[config.mk]
export PLATFORM = sky130hd
export DESIGN_NAME = system_tick_timer
export DESIGN_NICKNAME = d
export VERILOG_FILES = /design/src/system_tick_timer.v
export VERILOG_INCLUDE_DIRS = /design/src
export SDC_FILE = /design/constraint.sdc
export NUM_CORES = 1
export LEC_CHECK = 0
export BUFFER_PORTS_ARGS = -buffer_cell sky130_fd_sc_hd__buf_2
export CORE_ASPECT_RATIO = 1.75
export CORE_MARGIN = 5
export CORE_UTILIZATION = 34
export DETAILED_ROUTE_END_ITERATION = 6
export SLEW_MARGIN = 0
export SYNTH_ARGS = -nofsm -noshare
export SYNTH_HDL_FRONTEND = slang
export SYNTH_SLANG_ARGS = --single-unit
export TNS_END_PERCENT = 1
[constraint.sdc]
create_clock -name clk -period 3.1 [get_ports clk]
set_input_delay 0.31 -clock clk [delete_from_list [all_inputs] [get_ports clk]]
set_output_delay 0.31 -clock clk [all_outputs]
set_load 0.1 [all_outputs]
[src/tick_timer_regs.vh]
// Purpose: Register offsets, field positions and reset values of the tick timer.
// Assumes: 32-bit register port, byte addresses, one aligned word per register.
// Notes: Definitions only.
`ifndef TICK_TIMER_REGS_VH
`define TICK_TIMER_REGS_VH

// ----------------------------------------------------------------------------
// Offsets
// ----------------------------------------------------------------------------
`define OFS_CONTROL 8'h00
`define OFS_RELOAD 8'h04
`define OFS_CURRENT 8'h08
`define OFS_IRQ_STATUS 8'h0C
`define OFS_IRQ_MASK 8'h10

// ----------------------------------------------------------------------------
// Fields
// ----------------------------------------------------------------------------
`define COUNT_WIDTH 24
`define CTRL_ENABLE_BIT 0
`define CTRL_WRAP_FLAG_BIT 16
`define IRQ_WRAP_BIT 0
`define RELOAD_RESET 24'h000000
`define MASK_RESET 1'h0

`endif
[src/system_tick_timer.v]
// Purpose: 24-bit decrementing system tick timer with reload and wrap flag.
// Assumes: Register port is synchronous to clk; reads answer one cycle later.
// Notes: Interrupt status bit is write-one-to-clear; the set wins over a clear.
`include "tick_timer_regs.vh"

module system_tick_timer (
  // Clock, reset and clock enable
  input wire clk,
  input wire resetn,
  input wire clk_en,
  // Register port
  input wire [7:0] addr,
  input wire [31:0] wdata,
  input wire wr,
  input wire rd,
  output reg [31:0] rdata,
  // Interrupt
  output wire irq
);

  // --------------------------------------------------------------------------
  // State and next values
  // --------------------------------------------------------------------------
  reg enable;
  reg next_enable;
  reg [`COUNT_WIDTH-1:0] reload_value;
  reg [`COUNT_WIDTH-1:0] next_reload_value;
  reg [`COUNT_WIDTH-1:0] current_count_value;
  reg [`COUNT_WIDTH-1:0] next_count;
  reg wrap_flag;
  reg next_wrap_flag;
  reg irq_status;
  reg next_irq_status;
  reg irq_mask;
  reg next_irq_mask;
  reg [31:0] next_rdata;
  reg wrap_event;
  reg count_is_zero;
  reg count_is_one;

  // --------------------------------------------------------------------------
  // Register decode
  // --------------------------------------------------------------------------
  // Address match, shared by the write and the read decoders.
  function hit;
    input [7:0] a;
    input [7:0] ofs;
    begin
      hit = (a == ofs);
    end
  endfunction

  // Count comparison, shared by the zero and the one detectors.
  function count_equals;
    input [`COUNT_WIDTH-1:0] value;
    input [`COUNT_WIDTH-1:0] target;
    begin
      count_equals = (value == target);
    end
  endfunction

  wire wr_control = wr && hit(addr, `OFS_CONTROL);
  wire wr_reload = wr && hit(addr, `OFS_RELOAD);
  wire wr_current = wr && hit(addr, `OFS_CURRENT);
  wire wr_status = wr && hit(addr, `OFS_IRQ_STATUS);
  wire wr_mask = wr && hit(addr, `OFS_IRQ_MASK);
  wire rd_control = rd && hit(addr, `OFS_CONTROL);
  wire rd_reload = rd && hit(addr, `OFS_RELOAD);
  wire rd_current = rd && hit(addr, `OFS_CURRENT);
  wire rd_status = rd && hit(addr, `OFS_IRQ_STATUS);
  wire rd_mask = rd && hit(addr, `OFS_IRQ_MASK);

  // --------------------------------------------------------------------------
  // Counter
  // --------------------------------------------------------------------------
  always @*
  begin
    count_is_zero = count_equals(current_count_value, {`COUNT_WIDTH{1'b0}});
    count_is_one = count_equals(current_count_value, {{(`COUNT_WIDTH-1){1'b0}}, 1'b1});
  end

  // A write to the current count overrides only the count, never the wrap event.
  always @*
  begin
    next_count = current_count_value;
    wrap_event = 1'b0;
    if (enable && count_is_one)
    begin
      wrap_event = 1'b1;
    end
    if (wr_current)
    begin
      next_count = {`COUNT_WIDTH{1'b0}};
    end
    else if (enable)
    begin
      if (count_is_zero)
      begin
        next_count = reload_value;
      end
      else
      begin
        next_count = current_count_value - {{(`COUNT_WIDTH-1){1'b0}}, 1'b1};
      end
    end
  end

  // The counter has no reset: its power-up content is undefined.
  always @(posedge clk)
  begin
    if (clk_en)
    begin
      current_count_value <= next_count;
    end
  end

  // --------------------------------------------------------------------------
  // Control
  // --------------------------------------------------------------------------
  always @*
  begin
    next_enable = enable;
    if (wr_control)
    begin
      next_enable = wdata[`CTRL_ENABLE_BIT];
    end
  end

  always @(posedge clk or negedge resetn)
  begin
    if (!resetn)
    begin
      enable <= 1'b0;
    end
    else if (clk_en)
    begin
      enable <= next_enable;
    end
  end

  // --------------------------------------------------------------------------
  // Reload value
  // --------------------------------------------------------------------------
  always @*
  begin
    next_reload_value = reload_value;
    if (wr_reload)
    begin
      next_reload_value = wdata[`COUNT_WIDTH-1:0];
    end
  end

  always @(posedge clk or negedge resetn)
  begin
    if (!resetn)
    begin
      reload_value <= `RELOAD_RESET;
    end
    else if (clk_en)
    begin
      reload_value <= next_reload_value;
    end
  end

  // --------------------------------------------------------------------------
  // Wrap flag
  // --------------------------------------------------------------------------
  // A wrap in the same cycle as a read keeps the flag set, so no wrap is lost.
  always @*
  begin
    next_wrap_flag = wrap_flag;
    if (wrap_event)
    begin
      next_wrap_flag = 1'b1;
    end
    else if (rd_control)
    begin
      next_wrap_flag = 1'b0;
    end
  end

  always @(posedge clk or negedge resetn)
  begin
    if (!resetn)
    begin
      wrap_flag <= 1'b0;
    end
    else if (clk_en)
    begin
      wrap_flag <= next_wrap_flag;
    end
  end

  // --------------------------------------------------------------------------
  // Interrupt status and mask
  // --------------------------------------------------------------------------
  // The set wins over a write-one-to-clear in the same cycle.
  always @*
  begin
    next_irq_status = irq_status;
    if (wrap_event)
    begin
      next_irq_status = 1'b1;
    end
    else if (wr_status && wdata[`IRQ_WRAP_BIT])
    begin
      next_irq_status = 1'b0;
    end
  end

  always @(posedge clk or negedge resetn)
  begin
    if (!resetn)
    begin
      irq_status <= 1'b0;
    end
    else if (clk_en)
    begin
      irq_status <= next_irq_status;
    end
  end

  always @*
  begin
    next_irq_mask = irq_mask;
    if (wr_mask)
    begin
      next_irq_mask = wdata[`IRQ_WRAP_BIT];
    end
  end

  always @(posedge clk or negedge resetn)
  begin
    if (!resetn)
    begin
      irq_mask <= `MASK_RESET;
    end
    else if (clk_en)
    begin
      irq_mask <= next_irq_mask;
    end
  end

  assign irq = irq_status & irq_mask;

  // --------------------------------------------------------------------------
  // Read data
  // --------------------------------------------------------------------------
  // Unmapped reads and idle cycles give zero, so the data stand for one cycle only.
  always @*
  begin
    next_rdata = 32'h00000000;
    if (rd_control)
    begin
      next_rdata[`CTRL_ENABLE_BIT] = enable;
      next_rdata[`CTRL_WRAP_FLAG_BIT] = wrap_flag;
    end
    if (rd_reload)
    begin
      next_rdata[`COUNT_WIDTH-1:0] = reload_value;
    end
    if (rd_current)
    begin
      next_rdata[`COUNT_WIDTH-1:0] = current_count_value;
    end
    if (rd_status)
    begin
      next_rdata[`IRQ_WRAP_BIT] = irq_status;
    end
    if (rd_mask)
    begin
      next_rdata[`IRQ_WRAP_BIT] = irq_mask;
    end
  end

  always @(posedge clk or negedge resetn)
  begin
    if (!resetn)
    begin
      rdata <= 32'h00000000;
    end
    else if (clk_en)
    begin
      rdata <= next_rdata;
    end
  end

endmodule

==> flow_metrics.tcl <==
set metrics [dict create \
    outcome "finished, final reports clean" \
    cts.repair.resized 0 \
    synth.avg_cell_area_um2 11.2 \
    rsz0062_at_grt "false" \
    num_rows 52 \
    drc 0 \
    cts_buffer_depth 2 \
    hold_violations 0 \
    antenna_cells 0 \
    netlist_area_um2 3920 \
    critPathArrivalTime_ns 2.65 \
    worstSkewPairLatency_ns 0.33 \
    worst_pin_slew_ns 0.612 \
    ys_seq_elements 76 \
    h-tree-depth 3 \
    num-fill-cells 1127 \
    grt_pass1_wl_um 15800 \
    drt_iter0_drc 158 \
    post-cts-setup-buffers 0 \
    postRouteAntennaNets 0 \
    seq_area_frac_synth_pct 51.6 \
    slew_violations 0 \
    path_class "reg -> reg" \
    place_hpwl_um 6780 \
    numPortBuffers 61 \
    vias 2875 \
    synthArstFlopShare_pct 68.4 \
    ir_drop_mv 0.281 \
    clock.fmax_ghz 0.386 \
    setup_tns_ns 0 \
    layout_min_cycle_time_ns 2.59 \
    cts_made_buffers 9 \
    power_density_nw_per_um2 486 \
    synth_common_cells "52 x dfrtp_1, 26 x inv_1, 26 x mux2_2, 24 x edfxtp_1, 23 x o22ai_1" \
    required_ns 3.16 \
    multi_input_area_um2 1640 \
    die_area_um2 13900 \
    maxCapViolCount 0 \
    ys.flop_type "dfrtp_1" \
    power.leakage_uw 0.00200 \
    grt_remaining_overflow 0 \
    finalSetupViolCount 0 \
    first_global_vias 3100 \
    synth_top_family_by_area "compound AO/OA/AOI/OAI gates" \
    seqCellArea_um2 2020 \
    nets 459 \
    worst-path-max-fanout 42 \
    cp-end-kind "flip-flop" \
    cp-start-kind "flip-flop" \
    synth-simple-area-share_pct 10.9 \
    layout-drive-gt1-share_pct 30.8 \
    synth.area.top_cells "dfrtp_1 33%, edfxtp_1 18%, mux2_2 7.5%, a22oi_1 4.2%, o22ai_1 3.7%" \
    core_um2 11500 \
    path_clk_slew_ns 0.06 \
    clock_skew_ns 0.00565 \
    synth_compound_area_share_pct 17.0 \
    synthMuxAreaShare_pct 8.30 \
    synthCells 351 \
    synth_area_leader_cell "dfrtp_1" \
    synth_edf_count 24 \
    post-route-period-util_pct 83.6 \
    synth_xor_area_share_pct 3.80 \
    synthToLayoutAreaGrowth_pct 17.4 \
    wirelength_um 9440 \
    hold_class "in -> reg" \
    first_pass_iters 4 \
    grt_max_degree 43 \
    hold_buffers 1 \
    synth_most_common_cell "dfrtp_1" \
    ys_warn_count 0 \
    antenna_found_initial 0 \
    start_util_pct 34.2 \
    die-height_um 152 \
    root_buffer "clkbuf_16" \
    final_util_pct 40.2 \
    cts.sinks 76 \
    grtUsageTotal_pct 14.2 \
    synth_cell_types 50 \
    io_pins 78 \
    routedWlPerCell_um 17.1 \
    avgViaCountPerCell 5.22 \
    max_slew_margin_pct 59.1 \
    synth-adder-area-share_pct 0.957 \
    synth_top_area_share_pct 33.2 \
    die_w_um 91.2 \
    cts_tree "built" \
    gp_congestion 0.744 \
]
==> per-layer routing <==
layer / global-route usage (%) / wire, um / vias up
met1: 16.6 / 3710 / 1402
li1: - / - / 1394
met3: 2.87 / 340 / 15
met5: 0 / 0 / -
met2: 24.4 / 5140 / 64
met4: 6.71 / 255 / 0
==> kinds of logic (layout without fill, tap and decap cells) <==
| kind of cell | Yosys count | count (layout) |
|---|---|---|
| compound gates | 96 | 96 |
| flops | 76 | 76 |
| simple gates | 74 | 74 |
| buf+inv | 56 | 114 |
| mux | 28 | 28 |
| xor+xnor | 17 | 17 |
| fa+ha+maj | 3 | 3 |
| other cells | 1 | 8 |
==> power breakdown <==
part           internal (uW)  leakage (uW)  switching, uW
sequential              1050      0.000939           12.2
combinational           42.7      0.000916            107
clock                    645      0.000141            384
==> final cells by class <==
class	instances	area share, %
flip-flops and latches	76	43.9
clock inverters	2	0.761
clock buffers	14	5.52
inverters	26	2.12
well taps	135	3.67
repair buffers	72	8.48
multi-input cells	226	35.5
==> metrics by stage <==
step | instances | area, um2 | total power (uW) | worst slack, ns | hold WS, ns
2_1_floorplan | 358 | 3950 | 1180 | 0.699 | 0.0144
3_3_place_gp | 534 | 4310 | 1220 | 0.577 | 0.322
3_5_place_dp | 534 | 4310 | 1230 | 0.526 | 0.337
4_1_cts | 551 | 4600 | 2260 | 0.510 | 0.196
5_1_grt | 551 | 4600 | 2310 | 0.406 | 0.203
6_report | 551 | 4600 | 2240 | 0.509 | 0.202
==> flip-flops by register name (all words and copies together) (netlist names) <==
signal,cells
count_equals.value,24
reload_value,24
enable,1
irq_status,1
rdata,24
wrap_flag,1
irq_mask,1
==> critical path, stage by stage, from the launching register on <==
cell and delay [ns]:
edfxtp_1 0.45, or3_1 0.47, or3_1 0.38, or4_4 0.68
o21ai_0 0.26, a21oi_1 0.07
==> cells in the final DEF, fill, tap and decap left out, types with 8 or more instances in the layout <==
master | Yosys | final
a21oi_1 | 15 | 15
edfxtp_1 | 24 | 24
inv_1 | 26 | 26
o22ai_1 | 23 | 23
mux2_2 | 26 | 26
xnor2_1 | 12 | 12
nor2_1 | 21 | 21
buf_4 | 8 | 10
o21ai_0 | 12 | 12
clkbuf_16 | 0 | 9
conb_1 | 1 | 8
a22oi_1 | 22 | 22
nor3_1 | 9 | 9
dfrtp_1 | 52 | 52
a211oi_2 | 8 | 8
nand2_1 | 9 | 9
buf_2 | 0 | 61
==> final timing paths <==
path / start / end / slack (ns) / cells after the start
min: wdata[23] / reload_value[23]$_DFFE_PN0P_ / 0.20 / 2
min reg2reg: rdata[0]$_DFFE_PN0P_ / rdata[0]$_DFFE_PN0P_ / 0.49 / 2
max in group asynchronous: resetn / reload_value[0]$_DFFE_PN0P_ / 1.80 / 3
max reg2reg: count_equals.value[14]$_SDFFCE_PP0P_ / count_equals.value[10]$_SDFFCE_PP0P_ / 0.51 / 5
min in group asynchronous: resetn / reload_value[20]$_DFFE_PN0P_ / 0.50 / 2
max: count_equals.value[14]$_SDFFCE_PP0P_ / count_equals.value[10]$_SDFFCE_PP0P_ / 0.51 / 5
No activity file was read; power rests on OpenSTA's default activity.
